[config.mk]
export PLATFORM = sky130hd
export DESIGN_NAME = caes_event_select
export DESIGN_NICKNAME = d
export VERILOG_FILES = /design/src/caes_pkg.sv /design/src/caes_qual_if.sv /design/src/caes_qualify.sv /design/src/caes_event_select.sv
export VERILOG_INCLUDE_DIRS = /design/src
export SDC_FILE = /design/constraint.sdc
export NUM_CORES = 1
export LEC_CHECK = 0
export BUFFER_PORTS_ARGS = -buffer_cell sky130_fd_sc_hd__buf_4
export CORE_MARGIN = 10
export CORE_UTILIZATION = 35
export CTS_BUF_LIST = sky130_fd_sc_hd__clkbuf_16
export DETAILED_ROUTE_END_ITERATION = 10
export PLACE_DENSITY_LB_ADDON = 0.08
export SETUP_SLACK_MARGIN = 0.2
export SYNTH_ARGS = -nofsm -noshare
export SYNTH_HDL_FRONTEND = slang
export SYNTH_SLANG_ARGS = --single-unit
[constraint.sdc]
create_clock -name pclk -period 5.26 [get_ports pclk]
set_clock_uncertainty 0.2 [all_clocks]
set_input_delay 0.789 -clock pclk [delete_from_list [all_inputs] [get_ports pclk]]
set_output_delay 0.789 -clock pclk [all_outputs]
set_load 0.005 [all_outputs]
[src/caes_map.svh]
// Purpose: Register offsets, field positions and reset values for event select
// Assumes: APB word-aligned registers
// Notes: Included by the event select top
`ifndef CAES_MAP_SVH
`define CAES_MAP_SVH

`define CAES_OFF_CTRL     12'h000
`define CAES_OFF_COUNT    12'h004
`define CAES_OFF_STATUS   12'h008
`define CAES_CTRL_CODE_LO 0
`define CAES_CTRL_MASK_LO 8
`define CAES_CTRL_EN_BIT  16
`define CAES_CTRL_CLR_BIT 17
`define CAES_CTRL_RST     32'h0000_0000
`define CAES_EV_WBQ_CLASS  8'h28
`define CAES_EV_WBQ_REASON 8'h29
`define CAES_EV_FILT_EVICT 8'h3d
`define CAES_EV_SNP_SENT   8'h51
`define CAES_EV_SNP_RESP   8'h5c

`endif

[src/caes_pkg.sv]
// Purpose: Types shared by the event select modules
// Assumes: Nothing
// Notes: Sub-event vectors are one bit per unit-mask position
package caes_pkg;

	typedef logic [7:0] caes_code_t;
	typedef logic [7:0] caes_umask_t;

	// Which event source the selected code maps to
	typedef enum logic [2:0] {
		CAES_SRC_NONE,
		CAES_SRC_WBQ_CLASS,
		CAES_SRC_WBQ_REASON,
		CAES_SRC_FILT_EVICT,
		CAES_SRC_SNP_SENT,
		CAES_SRC_SNP_RESP
	} caes_src_t;

	// Snoop-sent hit: one snoop with its origin and kind
	typedef struct packed {
		logic valid;
		logic remote;
		logic directed;
	} caes_snoop_t;

endpackage

[src/caes_qual_if.sv]
// Purpose: Carries selection and qualified hit count between modules
// Assumes: Single clock domain
// Notes: Selector drives code and mask, qualifier returns increment
`timescale 1ns/10ps
`default_nettype none
interface caes_qual_if;
	import caes_pkg::*;
	caes_code_t  code;
	caes_umask_t umask;
	logic [3:0]  incr;
	modport sel (output code, output umask, input incr);
	modport qual (input code, input umask, output incr);
endinterface
`default_nettype wire

[src/caes_qualify.sv]
// Purpose: Qualifies incoming event hits by event code and unit mask
// Assumes: Hit vectors are one cycle pulses from the agent pipelines
// Notes: Registered increment; one cycle of latency
`timescale 1ns/10ps
`default_nettype none
module caes_qualify
	import caes_pkg::*;
(
	// Clock and reset
	input  wire logic        pclk,
	input  wire logic        presetn,
	// Selection and result
	caes_qual_if.qual        qif,
	// Event sources
	input  wire logic [7:0]  wbq_class_hit,
	input  wire logic [7:0]  wbq_reason_hit,
	input  wire logic [2:0]  filter_evict_hit,
	input  wire caes_snoop_t snoop_sent,
	input  wire logic [7:0]  snoop_response_event_hit
);
	`include "caes_map.svh"

	typedef struct packed {
		logic [3:0] incr;
	} caes_qst_t;

	caes_qst_t st_q, st_d;

	// Count of set bits in a masked hit vector
	function automatic logic [3:0] pop8(input logic [7:0] v);
		logic [3:0] n;
		n = 4'h0;
		for (int i = 0; i < 8; i++) begin
			n = n + {3'h0, v[i]};
		end
		return n;
	endfunction

	// Select source and count matching sub-events
	always_comb begin
		logic [7:0] snp;
		snp = 8'h00;
		st_d = st_q;
		// Snoop sent hit expanded to mask positions
		snp[0] = snoop_sent.valid;
		snp[2] = snoop_sent.valid & ~snoop_sent.remote;
		snp[3] = snoop_sent.valid & snoop_sent.remote;
		snp[4] = snoop_sent.valid & ~snoop_sent.remote & ~snoop_sent.directed;
		snp[5] = snoop_sent.valid & snoop_sent.remote & ~snoop_sent.directed;
		snp[6] = snoop_sent.valid & ~snoop_sent.remote & snoop_sent.directed;
		snp[7] = snoop_sent.valid & snoop_sent.remote & snoop_sent.directed;
		case (qif.code)
			`CAES_EV_WBQ_CLASS: begin
				st_d.incr = pop8(wbq_class_hit & qif.umask);
			end
			`CAES_EV_WBQ_REASON: begin
				st_d.incr = pop8(wbq_reason_hit & qif.umask);
			end
			`CAES_EV_FILT_EVICT: begin
				st_d.incr = pop8({5'h00, filter_evict_hit} & qif.umask);
			end
			`CAES_EV_SNP_SENT: begin
				st_d.incr = pop8(snp & qif.umask);
			end
			`CAES_EV_SNP_RESP: begin
				st_d.incr = pop8(snoop_response_event_hit & qif.umask);
			end
			default: begin
				st_d.incr = 4'h0;
			end
		endcase
	end

	// State register
	always_ff @(posedge pclk or negedge presetn) begin
		if (!presetn) begin
			st_q <= '0;
		end else begin
			st_q <= st_d;
		end
	end

	assign qif.incr = st_q.incr;
endmodule
`default_nettype wire

[src/caes_event_select.sv]
// Purpose: Event selection, qualification and counting for a caching agent
// Assumes: APB slave, 20 MHz pclk, hit inputs synchronous pulses
// Notes: Control holds code, mask, enable, clear; count register is read/write
// Function
// - Code 28h counts writeback-queue retries by class
// - Code 29h counts writeback-queue retries by reason
// - Code 3dh counts filter evictions by state
// - Code 51h mask bit0 counts all snoops
// - Mask bits 4,5 count local/remote broadcasts
// - Mask bits 6,7 count local/remote directed snoops
// - Code 5ch counts each snoop response
// - Mask bits 2,3 count forwarding responses
// - Mask bits 4,5 count writeback responses
// - Mask bit 6 counts conflict responses
// - Mask bit 7 counts plain forward responses
`timescale 1ns/10ps
`default_nettype none
module caes_event_select
	import caes_pkg::*;
(
	// Clock and reset
	input  wire logic        pclk,
	input  wire logic        presetn,
	// APB slave
	input  wire logic        psel,
	input  wire logic        penable,
	input  wire logic        pwrite,
	input  wire logic [11:0] paddr,
	input  wire logic [31:0] pwdata,
	output logic      [31:0] prdata,
	output logic             pready,
	output logic             pslverr,
	// Writeback queue retries
	input  wire logic [7:0]  wbq_retry_by_class,
	input  wire logic [7:0]  wbq_retry_by_reason,
	// Snoop filter evictions: bit0 M, bit1 E, bit2 S
	input  wire logic [2:0]  filter_eviction_event,
	// Snoop sent pulse and qualifiers
	input  wire logic        snoop_sent_valid,
	input  wire logic        snoop_sent_remote,
	input  wire logic        snoop_sent_directed,
	// Snoop responses, one bit per response kind
	input  wire logic [7:0]  snoop_response_event,
	// Counter status
	output logic      [31:0] event_count
);
	`include "caes_map.svh"

	typedef struct packed {
		logic [31:0] ctrl;
		logic [31:0] count;
		logic        ovf;
		logic [31:0] rdata;
		logic        err;
	} caes_st_t;

	caes_st_t st_q, st_d;
	caes_qual_if qif();
	caes_snoop_t snoop_in;

	// Access phase strobe, used by the write and error paths
	function automatic logic apb_access(input logic s, input logic e);
		return s & e;
	endfunction

	// Map a code to its source kind, for status readback
	function automatic caes_src_t code_src(input logic [7:0] c);
		caes_src_t k;
		k = CAES_SRC_NONE;
		if (c == `CAES_EV_WBQ_CLASS) begin
			k = CAES_SRC_WBQ_CLASS;
		end else if (c == `CAES_EV_WBQ_REASON) begin
			k = CAES_SRC_WBQ_REASON;
		end else if (c == `CAES_EV_FILT_EVICT) begin
			k = CAES_SRC_FILT_EVICT;
		end else if (c == `CAES_EV_SNP_SENT) begin
			k = CAES_SRC_SNP_SENT;
		end else if (c == `CAES_EV_SNP_RESP) begin
			k = CAES_SRC_SNP_RESP;
		end
		return k;
	endfunction

	// Programmed selection towards the qualifier
	assign qif.code  = st_q.ctrl[`CAES_CTRL_CODE_LO +: 8];
	assign qif.umask = st_q.ctrl[`CAES_CTRL_MASK_LO +: 8];
	assign snoop_in  = '{valid: snoop_sent_valid, remote: snoop_sent_remote,
		directed: snoop_sent_directed};

	caes_qualify u_qual (
		.pclk             (pclk),
		.presetn          (presetn),
		.qif              (qif),
		.wbq_class_hit    (wbq_retry_by_class),
		.wbq_reason_hit   (wbq_retry_by_reason),
		.filter_evict_hit (filter_eviction_event),
		.snoop_sent       (snoop_in),
		.snoop_response_event_hit   (snoop_response_event)
	);

	// Register file, counter and bus answer
	always_comb begin
		logic        acc;
		logic        en;
		logic [32:0] sum;
		acc = apb_access(psel, penable);
		en  = st_q.ctrl[`CAES_CTRL_EN_BIT];
		sum = {1'b0, st_q.count} + {29'h0, qif.incr};
		st_d = st_q;
		st_d.err = 1'b0;
		// Error stands through the whole access phase
		if (acc) begin
			st_d.err = st_q.err;
		end
		st_d.ctrl[`CAES_CTRL_CLR_BIT] = 1'b0;
		// Counter advances by every qualified sub-event while enabled, except in a clear cycle or a cycle that writes the count register
		if (st_q.ctrl[`CAES_CTRL_CLR_BIT]) begin
			st_d.count = 32'h0;
			st_d.ovf   = en & sum[32]; // Overflow in the clearing cycle still sets
		end else if (en) begin
			st_d.count = sum[31:0];
			st_d.ovf   = st_q.ovf | sum[32];
		end
		// Decode of the setup phase
		if (psel && !penable) begin
			if (paddr == `CAES_OFF_CTRL) begin
				st_d.rdata = st_q.ctrl;
			end else if (paddr == `CAES_OFF_COUNT) begin
				st_d.rdata = st_q.count;
			end else if (paddr == `CAES_OFF_STATUS) begin
				st_d.rdata = {28'h0, st_q.ovf, code_src(qif.code)};
			end else begin
				st_d.rdata = 32'h0;
			end
		end
		if (acc && pwrite) begin
			if (paddr == `CAES_OFF_CTRL) begin
				st_d.ctrl = {14'h0, pwdata[17:0]};
			end else if (paddr == `CAES_OFF_COUNT) begin
				st_d.count = pwdata;
			end else if (paddr != `CAES_OFF_STATUS) begin
				st_d.err = 1'b1;
			end
		end
		if (psel && !penable && paddr != `CAES_OFF_CTRL && paddr != `CAES_OFF_COUNT
			&& paddr != `CAES_OFF_STATUS) begin
			st_d.err = 1'b1;
		end
	end

	// State register
	always_ff @(posedge pclk or negedge presetn) begin
		if (!presetn) begin
			st_q <= '{ctrl: `CAES_CTRL_RST, count: 32'h0, ovf: 1'b0,
				rdata: 32'h0, err: 1'b0};
		end else begin
			st_q <= st_d;
		end
	end

	// Outputs: zero wait state slave
	assign pready      = 1'b1;
	assign prdata      = st_q.rdata;
	assign pslverr     = st_q.err & psel & penable;
	assign event_count = st_q.count;
endmodule
`default_nettype wire

After elaboration in Yosys (flattened, before gate mapping)
Index checks and enable logic that the tools add are counted.

storage, ports and cells
  register bits = 88
  bits of input ports = 79
  output and inout bits = 66
  logic and storage cells = 101

operators by class
  $add $sub $neg = 36
  equality and inequality tests = 9
  mux-type cells = 21
  bitwise logic cells = 18
  reduce and logical (&&, ||, !) cells = 10

operators with widths
  operator               count
  $mux W32               4
  $add A4 B1 Y4          30
  $mux W33               2
  $mux W50               1
  $add A32 B4 Y33        1
  $and A8 B8 Y8          4
  $eq A8 B6 Y1 const B   3
  $pmux W4 S5            1
  $mux W18               1
  $eq A8 B7 Y1 const B   2
  $mux W3                5
  $eq A12 B3 Y1 const B  1
  $eq A12 B4 Y1 const B  1
  $logic_not A12 Y1      1
  $ne A12 B3 Y1 const B  1
  $ne A12 B4 Y1 const B  1
  $reduce_bool A12 Y1    1
  $add A1 B1 Y2          5
  $and A1 B1 Y1          10
  $and A3 B8 Y8          1
  $mux W1                6
  $logic_and A1 B1 Y1    5
  $mux W4                1
  $not A1 Y1             2
  other kinds (4)        4

Longest topological paths before layout
Gate-level depths: netlist of the first run.

  word-level depth = 12
  gate-level depth with buffers = 12

By module
A second synthesis of the first run with hierarchy kept.

second synthesis, totals
  cells, all modules = 582
  area total of the unflattened synthesis = 5700.5 um^2

by module, submodules not included
  module             times used  cells an instance  area each (um^2)  sequential area each (um^2)
  caes_event_select  1           466                4645.7            2102.0
  caes_qualify       1           116                1054.8            100.1

Worst setup path after synthesis of the first run
Ideal clock, no wire load.

  path kind = input-to-reg
  start = input wbq_retry_by_reason[0]
  end = register u_qual.st_q, in the netlist u_qual.qif.incr[2]
  arrival time = 3.501 ns
  required time = 4.930 ns
  path slack = 1.429 ns
  cell stages on the path = 11
  path buffers = 0
  cells stage by stage = and2_1 -> ha_1 -> inv_1 -> fa_1 -> fa_1 -> fa_1 -> fa_1 -> xor2_1 -> o21ai_0 -> a22oi_1 -> o22ai_1

RTL lines
  item                    line                     RTL
  start: declaration      caes_event_select.sv:35  input wire logic [7:0] wbq_retry_by_reason,
  end signal: assignment  caes_qualify.sv:79       st_q <= st_d;
  end: declaration        caes_qualify.sv:27       caes_qst_t st_q, st_d;

==> flow_summary_export.csv, run 1 <==
group,metric,value,unit
cts,clkTransAtPathRegs,0.07,ns
floorplanning,die_h,149,µm
global_routing,grt-ovfl-total,0,
floorplanning,core,16400,µm²
logic_synthesis,syn_inst,628,
drt,routedWlPerCell,19.2,µm
cts,numCtsBuffers,9,
logic_synthesis,ys_async_sr_fraction,1.00,
floorplanning,dieArea,22100,µm²
sta,slew_violations,0,
logic_synthesis,syn-num-nets,741,
sta,setup_slack,1.48,ns
cts,htreeDepth,3,
floorplanning,row_count,47,
cts,cts_tree,"yes",
power_and_ir_drop,power_leakage,3.10,nW
sta,worst_pin_slew,0.775,ns
cts,cts_hold_buf,0,
power_and_ir_drop,clockPowerShare,0.457,
floorplanning,ios,145,
finish,area_growth,19.6,%
logic_synthesis,synthTopCellsByCount,"98 x nand2_1, 88 x dfrtp_1, 65 x buf_4",
power_and_ir_drop,ir_drop,0.000170,V
place,place_ws,1.12,ns
place,placed_area,6620,µm²
logic_synthesis,avgSynthCellArea,9.24,µm²
place,dp_cells,907,
logic_synthesis,ys_top_cells_by_area,"dfrtp_1 38%, buf_4 8.4%, nand2_1 6.3%",
sta,rsz0062_at_grt,"no",
finish,final_cells,923,
place,hpwl,13700,µm
setup_path,startpoint_type,"primary input",
drt,detail-route-antenna-nets,0,
sta,fin_crit,3.78,ns
global_routing,grt_usage,0.162,
power_and_ir_drop,p_seq_frac,0.457,
cts,clockBufferDepth,2,
logic_synthesis,ys.warnings.count,0,
setup_path,cp_max_fo,2,
logic_synthesis,synth_ff_type,"dfrtp_1",
logic_synthesis,yosysTopAreaCellShare,0.380,
sta,period_share,0.718,
place,io_buffers,143,
sta,max_freq,0.265,GHz
sta,fin_setup_tns,0,ns
setup_path,cp-end-kind,"register",
run_status,outcome,"finished clean",
logic_synthesis,ys_seq_area_frac,0.380,
cts,clk_latency,0.35,ns
drt,routed_wl,17700,µm
cts,cts_resized,0,
finish,drive_gt1_frac,0.273,
finish,stdcell_area,6940,µm²
drt,drc_errors,0,
global_routing,antenna_found_initial,0,
power_and_ir_drop,combPwrFrac,0.086,
sta,slew_headroom,0.483,
job,cap_violations,0,
drt,vias,4598,
power_and_ir_drop,p_switching,0.000354,W
setup_path,arrival,3.84,ns
global_routing,grt_pass1_wl,28300,µm
power_and_ir_drop,p_sw_frac,0.231,
logic_synthesis,synth.ff_latch_count,88,
logic_synthesis,ys_types,57,
floorplanning,floorplan.initialDensity,0.354,
cts,root_buffer,"clkbuf_16",
floorplanning,die_w,149,µm
drt,drtPass1Iterations,4,
cts,postCtsSetupBuffers,0,
sta,setup_viol,0,
drt,drt_first_iter_violations,272,
finish,fin_util,0.423,
power_and_ir_drop,internal_power,0.00118,W
finish,nets,811,
logic_synthesis,synth_area_leader_cell,"dfrtp_1",
place,gp_congestion,0.846,
global_routing,grt_max_degree,50,
setup_path,worstSetupPathType,"primary input to register",
logic_synthesis,synth_most_common_cell,"nand2_1",
global_routing,first_global_vias,5093,
logic_synthesis,netlist_area,5800,µm²
sta,hold_violations,0,
cts,cts_num_sinks,88,
setup_path,crit_required,5.33,ns
drt,drt-vias-per-instance,4.98,
logic_synthesis,synth_edf_count,0,
worst_hold_path,worstHoldPathType,"primary input to async pin",
power_and_ir_drop,powerDensity,220,nW/µm²
finish,diodes,0,
==> worst paths after layout <==
path	startpoint	end	slack [ns]	depth (start not counted)
setup / recovery	wbq_retry_by_reason[0]	u_qual.qif.incr[2]	1.48	12
hold / removal	presetn	prdata[30]	0.22	1
setup reg to reg	qif.umask[0]	u_qual.qif.incr[2]	1.52	11
hold reg to reg	prdata[26]	prdata[26]	0.27	2
max in group asynchronous	presetn	prdata[17]	3.59	2
min in group pclk	prdata[26]	prdata[26]	0.27	2
==> area by class of cell <==
| cell class | instances | area [µm²] |
|---|---|---|
| Clock inverter | 7 | 96.3 |
| Clock buffer | 9 | 225 |
| Multi-Input combinational cell | 427 | 2930 |
| Inverter | 21 | 78.8 |
| Tap cell | 220 | 275 |
| Timing Repair Buffer | 151 | 1130 |
| Fill cell | 1647 | 9470 |
| Sequential cell | 88 | 2200 |
==> flip-flops by register name, summed over array words and instances (netlist names) <==
name and count:
qif.code 8, u_qual.qif.incr 4, prdata 32, st_q 4, event_count 32, qif.umask 8
==> cells by family after synthesis <==
| group | count (synthesis) | share of synthesized area |
|---|---|---|
| flip-flops | 88 | 0.380 |
| AO/OA/AOI/OAI | 95 | 0.110 |
| buffers and inverters | 113 | 0.118 |
| adder cells (fa/ha/maj) | 34 | 0.0966 |
| multiplexers | 20 | 0.0380 |
| XOR/XNOR | 31 | 0.0468 |
| AND/OR/NAND/NOR | 246 | 0.211 |
| other | 1 | 0.000646 |
==> metrics by stage <==
| step | hold slack, ns | total power (W) |
|---|---|---|
| floorplan | 0.240 | 0.000765 |
| global placement | 0.251 | 0.000846 |
| detailed placement | 0.260 | 0.000847 |
| CTS | 0.232 | 0.00155 |
| global route | 0.262 | 0.00159 |
| finish | 0.217 | 0.00153 |
==> placed cells by master (no fill, tap or decap), types with 18 or more instances in the layout <==
cell type and instances:
buf_4 151, nand2_1 98, o21ai_0 28, fa_1 18, nand3_1 25, nor2_1 40
dfrtp_1 88, inv_1 21, xnor2_1 23
==> power groups by stage <==
| stage | clock network [W] | logic (W) | registers, W |
|---|---|---|---|
| after CTS | 0.000713 | 0.000135 | 0.000699 |
| after detailed placement | 0 | 0.000135 | 0.000712 |
| after global placement | 0 | 0.000134 | 0.000712 |
| final | 0.000699 | 0.000131 | 0.000699 |
| after global routing | 0.000740 | 0.000146 | 0.000701 |
| after floorplan | 0 | 0.0000554 | 0.000710 |
==> layer usage <==
layer	part of all wire	vias up	GRT usage
met5	0	-	0
met4	0.019	0	0.0594
met3	0.061	21	0.0376
met2	0.50	123	0.280
met1	0.42	2197	0.192
li1	-	2257	-
==> critical path: stages <==
cell     delay [ns]
buf_4          0.10
and2_1         0.15
ha_1           0.28
inv_1          0.05
fa_1           0.50
fa_1           0.53
fa_1           0.50
fa_1           0.40
xor2_1         0.15
o21ai_0        0.16
a22oi_1        0.09
o22ai_1        0.14
Power figures use the tool's default switching activity.
==> inputs of run 2 (changes only) <==
==> constraint.sdc (replaced) <==
create_clock -name pclk -period 3.68 [get_ports pclk]
set_clock_uncertainty 0.2 [all_clocks]
set_input_delay 0.552 -clock pclk [delete_from_list [all_inputs] [get_ports pclk]]
set_output_delay 0.552 -clock pclk [all_outputs]
set_load 0.005 [all_outputs]
==> run 2 against run 1 <==
Sequential share of layout area decreased by 0.23 points. Cell count rose by 1.1%. Clock power rose by 17%. Flip-flop and latch count unchanged. Worst hold slack worse by 0.00057 ns. Utilization up 0.36 points. Highest routed layer unchanged.
==> flow_summary_export.csv, run 2 (same netlist as run 1, synthesis figures left out) <==
group,metric,value,unit
run_status,outcome,"finished clean",
setup_path,cp-end-kind,"register",
place,io_buffers,143,
sta,rsz0062_at_grt,"yes",
finish,nets,823,
finish,final_cell_mix,"162 x buf_4, 98 x nand2_1, 86 x dfrtp_1, 40 x nor2_1, 28 x o21ai_0",
power_and_ir_drop,ir_drop,0.000233,V
drt,drt-vias-per-instance,5.05,
setup_path,worstSetupPathType,"register to register",
sta,setup_viol,0,
drt,routedWlPerCell,19.2,µm
drt,drt_first_iter_violations,208,
sta,slew_headroom,0.518,
drt,routed_wl,18000,µm
power_and_ir_drop,internal_power,0.00153,W
power_and_ir_drop,p_seq_frac,0.498,
cts,root_buffer,"clkbuf_16",
setup_path,cp_max_fo,6,
floorplanning,core,16400,µm²
finish,area_growth,20.7,%
sta,max_freq,0.294,GHz
cts,clkTransAtPathRegs,0.06,ns
cts,cts_num_sinks,88,
sta,timing.hold.ws,0.216,ns
setup_path,startpoint_type,"register",
floorplanning,die_h,149,µm
global_routing,antenna_found_initial,0,
power_and_ir_drop,clockPowerShare,0.407,
global_routing,grt_pass1_wl,28200,µm
sta,worst_pin_slew,0.720,ns
place,gp_congestion,0.846,
floorplanning,row_count,47,
power_and_ir_drop,power_leakage,3.13,nW
finish,final.fill_count,1621,
drt,vias,4711,
sta,slew_violations,0,
power_and_ir_drop,combPwrFrac,0.095,
sta,period_share,0.925,
finish,diodes,0,
finish,fin_util,0.427,
power_and_ir_drop,powerDensity,287,nW/µm²
drt,drc_errors,0,
floorplanning,ios,145,
finish,drive_gt1_frac,0.296,
setup_path,crit_required,3.69,ns
drt,drtPass1Iterations,4,
floorplanning,die_w,149,µm
power_and_ir_drop,p_switching,0.000477,W
global_routing,grt-ovfl-total,0,
cts,cts_tree,"yes",
finish,final_common_cell,"buf_4",
worst_hold_path,worstHoldPathType,"primary input to register",
cts,clockBufferDepth,2,
floorplanning,dieArea,22100,µm²
cts,numCtsBuffers,9,
place,hpwl,13900,µm
floorplanning,floorplan.initialDensity,0.354,
sta,hold_violations,0,
global_routing,grt_max_degree,42,
global_routing,grt_usage,0.162,
global_routing,first_global_vias,5035,
sta,fin_crit,3.40,ns
cts,htreeDepth,3,
job,cap_violations,0,
setup_path,arrival,3.41,ns
power_and_ir_drop,p_sw_frac,0.237,
cts,clk_latency,0.34,ns
drt,detail-route-antenna-nets,0,
[run 2: changes by cell type in the layout (fill, tap and decap cells not counted), moves of 2 or more]
| cell | delta |
|---|---|
| fa_1 | -6 |
| bufinv_16 | -2 |
| buf_4 | +11 |
| dfrtp_2 | +2 |
| and2_4 | +2 |
| fa_2 | +6 |
| and2_1 | -2 |
| dfrtp_1 | -2 |
[run 2: final timing paths]
path | from | end | slack (ns) | depth (start not counted)
worst max-delay path | qif.umask[0] | u_qual.qif.incr[1] | 0.28 | 10
worst min-delay path | pwdata[30] | event_count[30] | 0.22 | 3
worst max register to register | qif.umask[0] | u_qual.qif.incr[1] | 0.28 | 10
worst min register to register | prdata[19] | prdata[19] | 0.27 | 2
max in group asynchronous | presetn | qif.umask[0] | 2.05 | 3
min in group asynchronous | presetn | prdata[25] | 0.46 | 2
[run 2: timing repair]
action	4_1_cts	5_1_grt
buffers inserted	4	2
cloned	0	0
endpoints found under the setup margin	2	2
endpoints found under the hold margin	24	0
resized for setup	6	4
hold buffers	1	0
pin swaps	8	10
[run 2: metrics by stage]
step / cell area, µm² / total power (W) / cells / TNS (ns) / setup slack, ns
after global routing: 7000 / 0.00210 / 933 / 0 / 0.184
after floorplan: 5810 / 0.00109 / 628 / 0 / 0.218
after detailed placement: 6660 / 0.00121 / 912 / -0.0607 / -0.0545
final: 7000 / 0.00201 / 933 / 0 / 0.277
after global placement: 6660 / 0.00121 / 912 / 0 / 0.0265
after CTS: 6980 / 0.00204 / 931 / 0 / 0.207
[run 2: routing by layer]
layer	GRT usage	vias to the layer above	wire [µm]
met5	0	-	0
met4	0.0618	0	367
met3	0.0370	17	1060
met2	0.272	130	8920
met1	0.198	2281	7610
li1	-	2283	-
[run 2: final cells by class]
type | count | area, µm² | share of cell area
inverters | 21 | 78.8 | 0.0113
clock buffers | 9 | 225 | 0.0322
clock inverters | 5 | 27.5 | 0.00393
flip-flops and latches | 88 | 2200 | 0.315
well taps | 220 | 275 | 0.0393
multi-input cells | 427 | 2960 | 0.423
repair buffers | 163 | 1230 | 0.175
[run 2: critical path, cell delays in order (launching register included)]
cell and delay [ns]:
dfrtp_2 0.46, and2_4 0.16, ha_4 0.25, inv_1 0.04, fa_1 0.49, fa_1 0.44
fa_2 0.38, fa_2 0.53, o22ai_1 0.06, a22oi_1 0.18, o22ai_1 0.09
[run 2: power by group through the flow]
stage                logic, W  registers, W  clock network [W]
finish               0.000190       0.00100           0.000818
global route         0.000211       0.00100           0.000887
CTS                  0.000195       0.00100           0.000848
detailed placement   0.000194       0.00102                  0
global placement     0.000193       0.00102                  0
floorplan           0.0000791       0.00101                  0
